File: src/inc/serial_opt_pkg.sv
// register map, field positions and reset values of the serial channel option block
// assumes a 32-bit apb slave with one register per aligned word
package serial_opt_pkg;

  // printed register indices; byte address is four times the index
  localparam logic [5:0] IDX_OPTION_TWO = 6'h09;
  localparam logic [5:0] IDX_OPTION_THREE = 6'h0A;
  localparam logic [5:0] IDX_SPECIAL_ONE = 6'h10;
  localparam logic [5:0] IDX_SPECIAL_TWO = 6'h11;
  localparam logic [5:0] IDX_COMMAND = 6'h12;
  localparam logic [5:0] IDX_STATUS = 6'h13;

  localparam logic [7:0] OPTION_TWO_RESET = 8'h00;
  localparam logic [7:0] OPTION_THREE_RESET = 8'h00;
  localparam logic [7:0] SPECIAL_RESET = 8'h00;

  // option two fields
  localparam int BIT_IMPLIED_RESUME = 7;
  localparam int BIT_INBAND_FLOW = 6;
  localparam int BIT_EMBEDDED_CMD = 5;
  localparam int BIT_LOCAL_LOOP = 4;
  localparam int BIT_REMOTE_ECHO = 3;
  localparam int BIT_AUTO_RTS = 2;
  localparam int BIT_AUTO_CTS = 1;
  localparam int BIT_AUTO_DSR = 0;

  // option three fields used here
  localparam int BIT_FLOW_TRANSPARENT = 5;
  localparam int BIT_MATCH_ONE_TWO = 4;

  // command register fields
  localparam int BIT_CMD_TX_EN = 3;
  localparam int BIT_CMD_TX_DIS = 2;
  localparam int BIT_CMD_RX_EN = 1;
  localparam int BIT_CMD_RX_DIS = 0;

  // status register fields
  localparam int BIT_ST_STOPPED = 0;
  localparam int BIT_ST_TX_EN = 1;
  localparam int BIT_ST_RX_EN = 2;
  localparam int BIT_ST_RTS = 3;
  localparam int BIT_ST_CTS = 4;
  localparam int BIT_ST_DSR = 5;
  localparam int BIT_ST_ECHO = 6;

  // embedded command escape byte in the transmit stream
  localparam logic [7:0] EMBED_ESCAPE = 8'h00;

  typedef enum logic [0:0] {PARSE_DATA, PARSE_CODE} parse_state_t;

endpackage : serial_opt_pkg

File: src/hw/serial_channel_options.sv
// option logic of one asynchronous serial channel: flow control, loopback, modem gating
// assumes a character transmitter and receiver core beside it and an apb master
//
// Function
// - implied resume restarts on any good character except the stop char
// - implied resume inert without in-band flow
// - compare good received chars with stop char
// - stop only after loaded characters finish
// - resume on resume char or enable command
// - execute embedded commands from transmit fifo
// - local loopback feeds transmitter into receiver
// - local loopback holds txd marking
// - remote loopback echoes received characters
// - auto rts asserts when enabled with data
// - auto rts negates when disabled or empty
// - auto cts blocks transmit start
// - auto dsr discards received characters
// - in-band flow needs special match enabled
// - transparency keeps flow chars out of fifo
//
// Decided for this implementation: register access over APB.
`timescale 1ns/1ps

module serial_channel_options
  import serial_opt_pkg::*;
#(
  parameter int CHAR_W = 8
)
(
  input wire logic pclk,
  input wire logic presetn,
  input wire logic psel,
  input wire logic penable,
  input wire logic pwrite,
  input wire logic [7:0] paddr,
  input wire logic [31:0] pwdata,
  output logic [31:0] prdata,
  output logic pready,
  output logic pslverr,
  input wire logic tx_char_valid,
  input wire logic [7:0] tx_char_data,
  output logic tx_char_pop,
  input wire logic xmit_ready,
  input wire logic xmit_idle,
  output logic xmit_load,
  output logic [7:0] xmit_data,
  input wire logic core_txd,
  output logic core_rxd,
  input wire logic rx_char_valid,
  input wire logic [7:0] rx_char_data,
  input wire logic rx_char_error,
  output logic rx_store_valid,
  output logic [7:0] rx_store_data,
  output logic rx_exception,
  output logic embedded_cmd_valid,
  output logic [7:0] embedded_cmd_code,
  input wire logic rxd,
  output logic txd,
  input wire logic cts_n,
  input wire logic dsr_n,
  output logic rts_n
);

  if (CHAR_W != 8)
  begin : g_width_check
    $error("serial_channel_options serves 8-bit characters only");
  end

  ////////////////////////////////////////////////////////////////////////////
  // apb slave and registers

  logic [7:0] channel_option_two_reg, channel_option_two_next;
  logic [7:0] channel_option_three_reg, channel_option_three_next;
  logic [7:0] special_char_one_reg, special_char_one_next;
  logic [7:0] special_char_two_reg, special_char_two_next;
  logic [31:0] prdata_reg, prdata_next;
  logic pready_reg, pready_next;
  logic pslverr_reg, pslverr_next;
  logic [5:0] reg_idx;
  logic mapped;
  logic wr_fire;
  logic cmd_write;
  logic [7:0] status_byte;

  logic tx_en_reg, rx_en_reg, stopped_reg, echo_pend_reg;
  logic [7:0] echo_data_reg;

  assign reg_idx = paddr[7:2];
  assign mapped = (paddr[1:0] == 2'b00) && (reg_idx == IDX_OPTION_TWO ||
    reg_idx == IDX_OPTION_THREE || reg_idx == IDX_SPECIAL_ONE ||
    reg_idx == IDX_SPECIAL_TWO || reg_idx == IDX_COMMAND || reg_idx == IDX_STATUS);
  assign wr_fire = psel && penable && pready_reg && pwrite && mapped;
  assign cmd_write = wr_fire && (reg_idx == IDX_COMMAND);

  always_comb
  begin
    status_byte = 8'h00;
    status_byte[BIT_ST_STOPPED] = stopped_reg;
    status_byte[BIT_ST_TX_EN] = tx_en_reg;
    status_byte[BIT_ST_RX_EN] = rx_en_reg;
    status_byte[BIT_ST_RTS] = !rts_n;
    status_byte[BIT_ST_CTS] = !cts_n;
    status_byte[BIT_ST_DSR] = !dsr_n;
    status_byte[BIT_ST_ECHO] = echo_pend_reg;
  end

  // zero wait state: the answer is prepared during the setup cycle
  always_comb
  begin
    pready_next = psel && !penable;
    pslverr_next = psel && !penable && !mapped;
    prdata_next = 32'h0000_0000;
    if (psel && !penable && !pwrite)
    begin
      unique case (reg_idx)
        IDX_OPTION_TWO: prdata_next = {24'h000000, channel_option_two_reg};
        IDX_OPTION_THREE: prdata_next = {24'h000000, channel_option_three_reg};
        IDX_SPECIAL_ONE: prdata_next = {24'h000000, special_char_one_reg};
        IDX_SPECIAL_TWO: prdata_next = {24'h000000, special_char_two_reg};
        IDX_STATUS: prdata_next = {24'h000000, status_byte};
        default: prdata_next = 32'h0000_0000;
      endcase
    end
    channel_option_two_next = channel_option_two_reg;
    channel_option_three_next = channel_option_three_reg;
    special_char_one_next = special_char_one_reg;
    special_char_two_next = special_char_two_reg;
    if (wr_fire)
    begin
      if (reg_idx == IDX_OPTION_TWO)
        channel_option_two_next = pwdata[7:0];
      if (reg_idx == IDX_OPTION_THREE)
        channel_option_three_next = pwdata[7:0];
      if (reg_idx == IDX_SPECIAL_ONE)
        special_char_one_next = pwdata[7:0];
      if (reg_idx == IDX_SPECIAL_TWO)
        special_char_two_next = pwdata[7:0];
    end
  end

  always_ff @(posedge pclk or negedge presetn)
  begin
    if (!presetn)
    begin
      channel_option_two_reg <= OPTION_TWO_RESET;
      channel_option_three_reg <= OPTION_THREE_RESET;
      special_char_one_reg <= SPECIAL_RESET;
      special_char_two_reg <= SPECIAL_RESET;
      prdata_reg <= 32'h0000_0000;
      pready_reg <= 1'b0;
      pslverr_reg <= 1'b0;
    end
    else
    begin
      channel_option_two_reg <= channel_option_two_next;
      channel_option_three_reg <= channel_option_three_next;
      special_char_one_reg <= special_char_one_next;
      special_char_two_reg <= special_char_two_next;
      prdata_reg <= prdata_next;
      pready_reg <= pready_next;
      pslverr_reg <= pslverr_next;
    end
  end

  ////////////////////////////////////////////////////////////////////////////
  // option decode

  logic implied_resume_any_char, auto_inband_tx_flow_en, embedded_tx_command_en;
  logic local_loopback_en, remote_echo_loopback_en, auto_request_to_send_out;
  logic auto_clear_to_send_gate, auto_data_set_ready_gate;
  logic flow_char_transparency, match_one_two_en, flow_on;

  assign implied_resume_any_char = channel_option_two_reg[BIT_IMPLIED_RESUME];
  assign auto_inband_tx_flow_en = channel_option_two_reg[BIT_INBAND_FLOW];
  assign embedded_tx_command_en = channel_option_two_reg[BIT_EMBEDDED_CMD];
  assign local_loopback_en = channel_option_two_reg[BIT_LOCAL_LOOP];
  assign remote_echo_loopback_en = channel_option_two_reg[BIT_REMOTE_ECHO];
  assign auto_request_to_send_out = channel_option_two_reg[BIT_AUTO_RTS];
  assign auto_clear_to_send_gate = channel_option_two_reg[BIT_AUTO_CTS];
  assign auto_data_set_ready_gate = channel_option_two_reg[BIT_AUTO_DSR];
  assign flow_char_transparency = channel_option_three_reg[BIT_FLOW_TRANSPARENT];
  assign match_one_two_en = channel_option_three_reg[BIT_MATCH_ONE_TWO];
  assign flow_on = auto_inband_tx_flow_en && match_one_two_en;

  ////////////////////////////////////////////////////////////////////////////
  // receive side: gating, matching, flow state, echo capture

  logic rx_accept, rx_good, hit_stop, hit_resume, flow_char, keep_char;
  logic chan_enable_cmd, tx_ok, take_echo, fifo_turn, cmd_take, data_take;
  logic consume;
  logic tx_en_next, rx_en_next, stopped_next, echo_pend_next;
  logic [7:0] echo_data_next;

  assign rx_accept = rx_char_valid && !(auto_data_set_ready_gate && dsr_n);
  assign rx_good = rx_accept && !rx_char_error;
  assign hit_stop = flow_on && rx_good && (rx_char_data == special_char_two_reg);
  assign hit_resume = flow_on && rx_good &&
    ((rx_char_data == special_char_one_reg) || implied_resume_any_char);
  assign flow_char = match_one_two_en && rx_good &&
    ((rx_char_data == special_char_one_reg) || (rx_char_data == special_char_two_reg));
  assign keep_char = rx_accept && !(flow_char_transparency && flow_on && flow_char);
  assign chan_enable_cmd = cmd_write && (pwdata[BIT_CMD_TX_EN] || pwdata[BIT_CMD_RX_EN]);

  always_comb
  begin
    tx_en_next = tx_en_reg;
    rx_en_next = rx_en_reg;
    if (cmd_write)
    begin
      if (pwdata[BIT_CMD_TX_EN])
        tx_en_next = 1'b1;
      else if (pwdata[BIT_CMD_TX_DIS])
        tx_en_next = 1'b0;
      if (pwdata[BIT_CMD_RX_EN])
        rx_en_next = 1'b1;
      else if (pwdata[BIT_CMD_RX_DIS])
        rx_en_next = 1'b0;
    end
    // a stop arriving with a resume event wins, so the peer's stop is never lost
    stopped_next = stopped_reg;
    if (hit_stop)
      stopped_next = 1'b1;
    else if (hit_resume || chan_enable_cmd)
      stopped_next = 1'b0;
    // one echo slot: a character arriving before the last one left overwrites it
    echo_pend_next = echo_pend_reg && !take_echo;
    echo_data_next = echo_data_reg;
    if (remote_echo_loopback_en && rx_accept)
    begin
      echo_pend_next = 1'b1;
      echo_data_next = rx_char_data;
    end
    else if (!remote_echo_loopback_en)
      echo_pend_next = 1'b0;
  end

  ////////////////////////////////////////////////////////////////////////////
  // transmit side: loader, pins, rts

  tx_cmd_parser u_parser (
    .pclk(pclk),
    .presetn(presetn),
    .enable(embedded_tx_command_en),
    .head_data(tx_char_data),
    .take(cmd_take || data_take),
    .consume(consume),
    .cmd_valid(embedded_cmd_valid),
    .cmd_code(embedded_cmd_code)
  );

  // the loaded character leaves xmit_ready low a cycle late, so no load back to back
  assign tx_ok = tx_en_reg && xmit_ready && !xmit_load &&
    !(auto_clear_to_send_gate && cts_n);
  assign take_echo = echo_pend_reg && tx_ok;
  // stop only blocks new fifo loads; holding and shift contents drain normally
  assign fifo_turn = tx_char_valid && !tx_char_pop && !remote_echo_loopback_en &&
    !stopped_reg && !echo_pend_reg;
  assign cmd_take = fifo_turn && consume && tx_en_reg;
  assign data_take = fifo_turn && !consume && tx_ok;

  logic tx_pop_next, load_next, txd_next, core_rxd_next, rts_n_next;
  logic [7:0] xmit_data_next;
  logic store_next, exc_next;

  always_comb
  begin
    tx_pop_next = cmd_take || data_take;
    load_next = take_echo || data_take;
    xmit_data_next = take_echo ? echo_data_reg : tx_char_data;
    txd_next = local_loopback_en ? 1'b1 : core_txd;
    core_rxd_next = local_loopback_en ? core_txd : rxd;
    rts_n_next = !(auto_request_to_send_out && (tx_en_reg || rx_en_reg) &&
      (tx_char_valid || !xmit_idle || xmit_load));
    store_next = keep_char;
    exc_next = keep_char && flow_char;
  end

  logic tx_pop_reg, load_reg, txd_reg, core_rxd_reg, rts_n_reg, store_reg, exc_reg;
  logic [7:0] xmit_data_reg, store_data_reg;

  always_ff @(posedge pclk or negedge presetn)
  begin
    if (!presetn)
    begin
      tx_en_reg <= 1'b0;
      rx_en_reg <= 1'b0;
      stopped_reg <= 1'b0;
      echo_pend_reg <= 1'b0;
      echo_data_reg <= 8'h00;
      tx_pop_reg <= 1'b0;
      load_reg <= 1'b0;
      xmit_data_reg <= 8'h00;
      txd_reg <= 1'b1;
      core_rxd_reg <= 1'b1;
      rts_n_reg <= 1'b1;
      store_reg <= 1'b0;
      store_data_reg <= 8'h00;
      exc_reg <= 1'b0;
    end
    else
    begin
      tx_en_reg <= tx_en_next;
      rx_en_reg <= rx_en_next;
      stopped_reg <= stopped_next;
      echo_pend_reg <= echo_pend_next;
      echo_data_reg <= echo_data_next;
      tx_pop_reg <= tx_pop_next;
      load_reg <= load_next;
      xmit_data_reg <= xmit_data_next;
      txd_reg <= txd_next;
      core_rxd_reg <= core_rxd_next;
      rts_n_reg <= rts_n_next;
      store_reg <= store_next;
      store_data_reg <= rx_char_data;
      exc_reg <= exc_next;
    end
  end

  assign prdata = prdata_reg;
  assign pready = pready_reg;
  assign pslverr = pslverr_reg;
  assign tx_char_pop = tx_pop_reg;
  assign xmit_load = load_reg;
  assign xmit_data = xmit_data_reg;
  assign txd = txd_reg;
  assign core_rxd = core_rxd_reg;
  assign rts_n = rts_n_reg;
  assign rx_store_valid = store_reg;
  assign rx_store_data = store_data_reg;
  assign rx_exception = exc_reg;
endmodule : serial_channel_options

File: src/hw/tx_cmd_parser.sv
// embedded transmit command recogniser for the transmit fifo stream
// assumes the caller advances it with take only when the head byte leaves the fifo
`timescale 1ns/1ps

module tx_cmd_parser
  import serial_opt_pkg::*;
(
  input wire logic pclk,
  input wire logic presetn,
  input wire logic enable,
  input wire logic [7:0] head_data,
  input wire logic take,
  output logic consume,
  output logic cmd_valid,
  output logic [7:0] cmd_code
);

  parse_state_t state_reg;
  parse_state_t state_next;
  logic cmd_valid_reg;
  logic cmd_valid_next;
  logic [7:0] cmd_code_reg;
  logic [7:0] cmd_code_next;

  // escape followed by escape sends one literal escape byte
  always_comb
  begin
    consume = 1'b0;
    state_next = state_reg;
    cmd_valid_next = 1'b0;
    cmd_code_next = cmd_code_reg;
    unique case (state_reg)
      PARSE_DATA:
      begin
        consume = enable && (head_data == EMBED_ESCAPE);
        if (take && consume)
        begin
          state_next = PARSE_CODE;
        end
      end
      PARSE_CODE:
      begin
        consume = (head_data != EMBED_ESCAPE);
        if (take)
        begin
          state_next = PARSE_DATA;
          cmd_valid_next = consume;
          cmd_code_next = head_data;
        end
      end
    endcase
  end

  always_ff @(posedge pclk or negedge presetn)
  begin
    if (!presetn)
    begin
      state_reg <= PARSE_DATA;
      cmd_valid_reg <= 1'b0;
      cmd_code_reg <= 8'h00;
    end
    else
    begin
      state_reg <= state_next;
      cmd_valid_reg <= cmd_valid_next;
      cmd_code_reg <= cmd_code_next;
    end
  end

  assign cmd_valid = cmd_valid_reg;
  assign cmd_code = cmd_code_reg;

endmodule : tx_cmd_parser

File: config.mk
export PLATFORM = sky130hd
export DESIGN_NAME = serial_channel_options
export DESIGN_NICKNAME = d
export VERILOG_FILES = /design/src/inc/serial_opt_pkg.sv /design/src/hw/serial_channel_options.sv /design/src/hw/tx_cmd_parser.sv
export SDC_FILE = /design/constraint.sdc
export NUM_CORES = 1
export LEC_CHECK = 0
export ABC_AREA = 1
export BUFFER_PORTS_ARGS = -buffer_cell sky130_fd_sc_hd__buf_2
export CORE_AREA = 5 5 93 95
export DETAILED_ROUTE_END_ITERATION = 8
export DIE_AREA = 0 0 98 100
export GPL_TIMING_DRIVEN = 0
export PLACE_DENSITY = 0.83
export SLEW_MARGIN = 15
export SYNTH_ARGS = -nofsm -noshare
export SYNTH_HDL_FRONTEND = slang
export SYNTH_SLANG_ARGS = --single-unit
File: constraint.sdc
create_clock -name pclk -period 3 [get_ports pclk]
set_input_delay 0.15 -clock pclk [delete_from_list [all_inputs] [get_ports pclk]]
set_output_delay 0.15 -clock pclk [all_outputs]
set_load 0.02 [all_outputs]
==> results of run 1 <==
## synth_stat cells (all sizes together)
| cell | n |
|---|---|
| a21oi | 9 |
| dfstp | 3 |
| mux2 | 4 |
| buf | 29 |
| a31oi | 1 |
| dfrtp | 84 |
| nand2 | 105 |
| nand4 | 6 |
| nor2 | 41 |
| o221ai | 1 |
| inv | 62 |
| and3 | 1 |
| xnor2 | 5 |
| nor3 | 11 |
| nand3 | 13 |
| conb | 1 |
| o21ai | 48 |
| clkbuf | 2 |
| and2 | 1 |
| xor2 | 4 |
| o31ai | 1 |
| or2 | 2 |
| o22ai | 16 |
## cells by family (layout without fill, tap and decap cells)
logic type                count (synthesis)  count (layout)  share of synthesized area (%)
and+or+nand+nor                         180             180                           20.4
buffers and inverters                    93             210                           11.7
DFF                                      87              87                           54.2
AOI/OAI and AO/OA                        76              76                           10.5
xor gates and xnor gates                  9               9                           1.96
muxes                                     4               4                           1.12
other                                     1              24                         0.0932
## cell usage in the layout, fill, tap and decap left out, types with 2 or more instances in the layout
master and instances:
nor2_8 4, dfrtp_1 84, inv_2 3, buf_4 25, nand4_1 6, o21ai_1 14
conb_1 24, dlygate4sd3_1 13, o21ai_0 33, a21oi_1 8, clkinv_2 2, nor2_1 34
o22ai_1 16, buf_6 4, clkbuf_8 11, inv_1 59, clkbuf_1 2, nand2_1 102
nor2_2 2, nand2_2 2, buf_2 87, xnor2_1 5, dfstp_2 3, or2_2 2
xor2_1 4, mux2_2 4, nand3_1 13, nor3_1 11
## layout make-up
class	count	area, sq um
multi-input cells	293	1460
plain buffers	31	238
repair buffers	101	588
clock buffers	11	151
fillers	628	2620
well taps	102	128
clock inverters	5	56.3
inverters	62	233
flip-flops and latches	87	2180
## stage by stage
step | power, mW | setup slack (ns) | cells | cell area (sq um) | util [%]
CTS | 2.30 | 1.35 | 692 | 5030 | 65.8
floorplan | 1.36 | 1.54 | 473 | 4110 | -
global placement | 1.45 | 1.11 | 662 | 4670 | 61.1
finish | 2.30 | 1.35 | 692 | 5030 | 65.8
global route | 2.39 | 1.19 | 692 | 5030 | 65.8
detailed placement | 1.46 | 1.32 | 663 | 4690 | 61.4
## worst reg2reg max path, stage by stage (launching register included)
cell and delay [ns]:
dfrtp_1 0.39, inv_1 0.11, nand4_1 0.16, nor2_1 0.14
nand3_1 0.14, nand2_2 0.15, nand2_2 0.10, buf_2 0.20
nand2_1 0.09, nand2_1 0.06
## per-layer routing
layer,up-vias,global-route usage (%),wire [um]
met4,0,9.48,289
met2,176,34.5,4850
met3,32,4.66,894
met1,1570,26.6,3970
met5,-,0,0
li1,1666,-,-
## worst max-delay path by stage
stage                                end  slack (ns)   startpoint
3_3_place_gp   channel_option_two_reg[6]        1.11      presetn
4_1_cts             u_parser.cmd_code[7]        1.35    xmit_load
5_1_grt             u_parser.cmd_code[0]        1.19  stopped_reg
2_1_floorplan       u_parser.cmd_code[6]        1.54    xmit_load
3_5_place_dp   channel_option_two_reg[1]        1.32     paddr[5]
6_report            u_parser.cmd_code[7]        1.35    xmit_load
## report_power, final
group          internal (mW)  switching, mW  total [mW]
logic                 0.0930          0.149       0.242
clock network          0.429          0.412       0.841
registers               1.20         0.0122        1.21
total                   1.72          0.573        2.30
## what timing repair did
item | CTS | global route
endpoints found under the hold margin | 51 | 0
hold buffers | 13 | 0
buffers inserted | 0 | 0
gates resized for setup | 0 | 0
==> flow_metrics.env, run 1 <==
export IMPL_status="finished, final reports clean"
export IMPL_diodes=0
export IMPL_routed_via_density=4.98
export IMPL_r2r_cells=9
export IMPL_die_w_um=98
export IMPL_max_cap_violations=0
export IMPL_die_y_um=100
export IMPL_clkTransAtPathRegs_ns=0.09
export IMPL_min_period_ns=1.65
export IMPL_cts_root_buf="clkbuf_8"
export IMPL_fin_tns_setup_ns=0
export IMPL_synth_seq_area_share_pct=54.2
export IMPL_num_rows=32
export IMPL_clk_latency_ns=0.36
export IMPL_skew_ns=0.00722
export IMPL_drt_antenna_violating_nets=0
export IMPL_ir_drop_mv=0.236
export IMPL_numPortBuffers=87
export IMPL_grt_total_usage_pct=21.0
export IMPL_syn_to_final_growth_pct=25.1
export IMPL_startpoint_type="flop"
export IMPL_critPathMaxStageDelay_ns=0.39
export IMPL_firstDrtPassIters=5
export IMPL_worstPathMaxFanout=10
export IMPL_drc=0
export IMPL_cp_slowest_cell="dfrtp_1"
export IMPL_fin_crit_sh_pct=54.9
export IMPL_grt_pass1_vias=3405
export IMPL_dp_hpwl_um=7600
export IMPL_cts_made_buffers=9
export IMPL_wire_per_inst_um=14.5
export IMPL_r2r_end="u_parser.cmd_code[7]"
export IMPL_yosysWarnings=0
export IMPL_grt_max_degree=46
export IMPL_die_area_sq_mm=0.00980
export IMPL_synth_top_area_share_pct=52.3
export IMPL_ios=136
export IMPL_fp_coreArea_sq_mm=0.00765
export IMPL_routed_via_count=3444
export IMPL_reg2reg_from="xmit_load"
export IMPL_ys_types=34
export IMPL_setup_viol=0
export IMPL_rrSetupSlack_ns=1.35
export IMPL_nets=655
export IMPL_relSlewSlack_pct=63.7
export IMPL_holdPathStages=3
export IMPL_crit_family="simple AND/OR/NAND/NOR gates"
export IMPL_power_density_mw_per_mm2=456
export IMPL_cp_required_ns=3.25
export IMPL_grt_pass1_wl_um=16100
export IMPL_crit_type="reg -> reg"
export IMPL_drv_slew=0
export IMPL_cts_tree="done"
export IMPL_layout_drive_gt1_share_pct=26.6
export IMPL_gp_congestion=0.889
export IMPL_drtIter0Drc=193
export IMPL_hp_start="psel"
export IMPL_yosysTopAreaCell="dfrtp_1"
export IMPL_clock_sinks=87
export IMPL_syn_instance_count=450
export IMPL_cp_depth=9
export IMPL_netlist_area_sq_mm=0.00402
export IMPL_initial_utilization_pct=52.6
export IMPL_avgSynthCellArea_sq_um=8.94
export IMPL_antenna_found_initial=0
export IMPL_worst_path_buf_inv=2
export IMPL_drt_wl_total_um=10000
export IMPL_gr_total_overflow=0
export IMPL_cp_data_arrival_time_ns=1.89
export IMPL_h_tree_depth=3
export IMPL_grt_setup_unrepaired="false"
export IMPL_hold_viol_final=0
export IMPL_crit_chain="inv_1, nand4_1, nor2_1, nand3_1, nand2_2, nand2_2, buf_2, nand2_1, nand2_1"
export IMPL_clk_path_buf_depth=2
export IMPL_worstMarginPinSlew_ns=0.544
export IMPL_hold_path_class="in -> reg"
export IMPL_p_leak_nw=2.82
export IMPL_timing_hold_ws_ns=0.0430
export IMPL_max_freq_mhz=607
export IMPL_worst_hold_path_endpoint="pslverr"
export IMPL_synth_area_top_cells="dfrtp_1 (52%), nand2_1 (9.5%), inv_1 (5.5%)"
export IMPL_synth_seq_cells=87
export IMPL_cp_end_kind="flop"
(Power assumes the default switching activity.)
==> inputs of run 2 (changes only) <==
- ABC_AREA: 1 -> 0
- CORE_AREA: 5 5 93 95 -> 5 5 95 97
- DIE_AREA: 0 0 98 100 -> 0 0 100 102
- PLACE_DENSITY: 0.83 -> 0.78
- clock period: 3 -> 1.65 ns (I/O delays scaled with it)
==> run 2 against run 1 <==
Compared with the run above: the flow now finishes with violations (setup timing); non-clock buffer count is 12 higher; clock power is 99% higher; maximum frequency is 2.8% lower; flip-flop and latch count stayed put; first-iteration DRC count is 22% lower; area after synthesis is 3.7% lower; wire length is 4.6% lower.
==> flow_metrics.env, run 2 <==
export IMPL_die_w_um=100
export IMPL_h_tree_depth=3
export IMPL_routed_via_count=2882
export IMPL_drt_antenna_violating_nets=0
export IMPL_cp_end_kind="flop"
export IMPL_cp_required_ns=1.89
export IMPL_grt_pass1_vias=2984
export IMPL_p_sw_share_pct=24.1
export IMPL_antenna_found_initial=0
export IMPL_p_leak_nw=2.58
export IMPL_clk_path_buf_depth=2
export IMPL_initial_utilization_pct=48.1
export IMPL_final_common_cell="buf_2"
export IMPL_async_reset_ff_share_pct=100
export IMPL_avgSynthCellArea_sq_um=12.9
export IMPL_cts_root_buf="clkbuf_8"
export IMPL_hold_path_class="in -> reg"
export IMPL_ys_types=46
export IMPL_rrSetupSlack_ns=-0.04
export IMPL_final_cell_mix="buf_2 (86), dfrtp_1 (82), mux2_2 (49), buf_4 (28), dlygate4sd3_1 (26)"
export IMPL_synth_most_common_cell="dfrtp_1"
export IMPL_synth_top_area_share_pct=54.3
export IMPL_ios=136
export IMPL_die_y_um=102
export IMPL_grt_setup_unrepaired="true"
export IMPL_worstPathMaxFanout=8
export IMPL_synth_seq_cells=87
export IMPL_dpl_instance_area_sq_mm=0.00457
export IMPL_timing_hold_ws_ns=0.00965
export IMPL_routed_via_density=5.12
export IMPL_layout_drive_gt1_share_pct=46.7
export IMPL_cts_made_buffers=9
export IMPL_firstDrtPassIters=7
export IMPL_relSlewSlack_pct=58.8
export IMPL_drt_wl_total_um=9540
export IMPL_r2r_cells=6
export IMPL_min_period_ns=1.69
export IMPL_max_freq_mhz=591
export IMPL_grt_total_usage_pct=18.9
export IMPL_clkTransAtPathRegs_ns=0.09
export IMPL_cts_tree="done"
export IMPL_gp_congestion=0.911
export IMPL_holdPathStages=2
export IMPL_yosysTopAreaCell="dfrtp_1"
export IMPL_synth_area_top_cells="dfrtp_1 (54%), mux2_2 (17%), buf_4 (4.7%)"
export IMPL_cp_data_arrival_time_ns=1.93
export IMPL_startpoint_type="flop"
export IMPL_clock_sinks=87
export IMPL_ir_drop_mv=0.632
export IMPL_crit_type="reg -> reg"
export IMPL_wire_per_inst_um=17.0
export IMPL_die_area_sq_mm=0.0102
export IMPL_clk_latency_ns=0.35
export IMPL_yosysWarnings=0
export IMPL_grt_max_degree=48
export IMPL_max_cap_violations=0
export IMPL_netlist_area_sq_mm=0.00387
export IMPL_synth_seq_area_share_pct=56.3
export IMPL_drv_slew=0
export IMPL_nets=523
export IMPL_drtIter0Drc=151
export IMPL_fin_crit_sh_pct=103
export IMPL_setup_viol=8
export IMPL_gr_total_overflow=0
export IMPL_combPwrFrac_pct=10.3
export IMPL_syn_instance_count=301
export IMPL_numPortBuffers=87
export IMPL_synth_ff_type="dfrtp_1"
export IMPL_total_power_mw=4.30
export IMPL_skew_ns=0.0157
export IMPL_power_density_mw_per_mm2=829
export IMPL_fp_coreArea_sq_mm=0.00805
export IMPL_violations="setup timing"
export IMPL_worstMarginPinSlew_ns=0.613
export IMPL_num_rows=33
export IMPL_synth_edf_count=0
export IMPL_p_int_mw=3.26
export IMPL_timing_final_ws_setup_ns=-0.0431
export IMPL_hold_viol_final=0
export IMPL_fin_area_sq_mm=0.00518
export IMPL_power_frac_seq_pct=50.8
export IMPL_drc=0
export IMPL_power_frac_clock_pct=38.9
export IMPL_synthTopCellsByCount="dfrtp_1 (84), mux2_2 (57), buf_4 (24), nand2_1 (17), xnor2_1 (16)"
export IMPL_grt_pass1_wl_um=15000
export IMPL_status="complete, but fails checks"
export IMPL_switchingPower_mw=1.04
export IMPL_dp_hpwl_um=6810
export IMPL_dp_slack_ns=-0.345
export IMPL_syn_to_final_growth_pct=33.8
export IMPL_diodes=0
==> run 2: changes by cell type in the layout (fill, tap and decap cells not counted), sizes merged, moves of 13 or more <==
cell / delta
inv: -58
o22ai: -16
nor2: -26
mux2: +53
o21ai: -44
nand2: -85
dlygate4sd3: +13
==> run 2: cell type report <==
| class | count | area [sq um] |
|---|---|---|
| Sequential cell | 87 | 2180 |
| Tap cell | 105 | 131 |
| Clock buffer | 10 | 138 |
| Buffer | 25 | 191 |
| Inverter | 2 | 7.51 |
| Multi-Input combinational cell | 209 | 1670 |
| Timing Repair Buffer | 119 | 772 |
| Clock inverter | 6 | 90.1 |
| Fill cell | 616 | 2870 |
==> run 2: worst paths after layout <==
| path | to | startpoint |
|---|---|---|
| min in group asynchronous | rx_store_data[6] | presetn |
| setup reg to reg | u_parser.cmd_code[4] | tx_char_pop |
| hold reg to reg | rts_n | channel_option_two_reg[2] |
| max in group asynchronous | echo_pend_reg | presetn |
| setup / recovery | u_parser.cmd_code[4] | tx_char_pop |
| hold / removal | xmit_data[5] | tx_char_data[5] |
==> run 2: power by group through the flow <==
stage / combinational (mW) / sequential [mW] / clock, mW
after floorplan: 0.164 / 2.26 / 0
after global placement: 0.370 / 2.22 / 0
final: 0.444 / 2.18 / 1.67
after global routing: 0.484 / 2.19 / 1.79
after CTS: 0.433 / 2.18 / 1.69
after detailed placement: 0.385 / 2.22 / 0
==> run 2: logic make-up after synthesis <==
family,count (synthesis),share of synthesized area [%]
xor gates and xnor gates,16,3.62
muxes,59,17.1
DFF,87,56.3
and+or+nand+nor,69,10.1
AOI/OAI and AO/OA,41,7.53
buffers and inverters,28,5.23
other,1,0.0968
==> run 2: stage by stage <==
| stage | utilization (%) | TNS (ns) | std cells |
|---|---|---|---|
| 2_1_floorplan | - | 0 | 324 |
| 3_3_place_gp | 56.5 | -25.46 | 516 |
| 3_5_place_dp | 56.8 | -11.14 | 517 |
| 4_1_cts | 63.4 | -0.247 | 558 |
| 5_1_grt | 64.4 | -0.843 | 563 |
| 6_report | 64.4 | -0.300 | 563 |
==> run 2: what timing repair did <==
item / in CTS / in global routing
setup endpoints to repair: 26 / 16
pin swaps: 2 / 2
buffers inserted: 4 / 1
hold buffers: 22 / 4
resized for setup: 15 / 6
endpoints found under the hold margin: 67 / 4
==> run 2: layer usage <==
metal / GRT usage [%] / wire [um] / share of wire (%) / up-vias
li1: - / - / - / 1348
met4: 4.87 / 99 / 1.0 / 0
met3: 4.57 / 715 / 7.5 / 9
met2: 32.1 / 4700 / 49 / 108
met5: 0 / 0 / 0 / -
met1: 24.6 / 4030 / 42 / 1417
==> run 2: worst max-delay path, cell delays in order (launching register included) <==
cell	delay, ns
dfrtp_1	0.43
nor4_4	0.29
and2_4	0.21
nand2_4	0.06
a21oi_4	0.14
buf_12	0.15
mux2_4	0.30
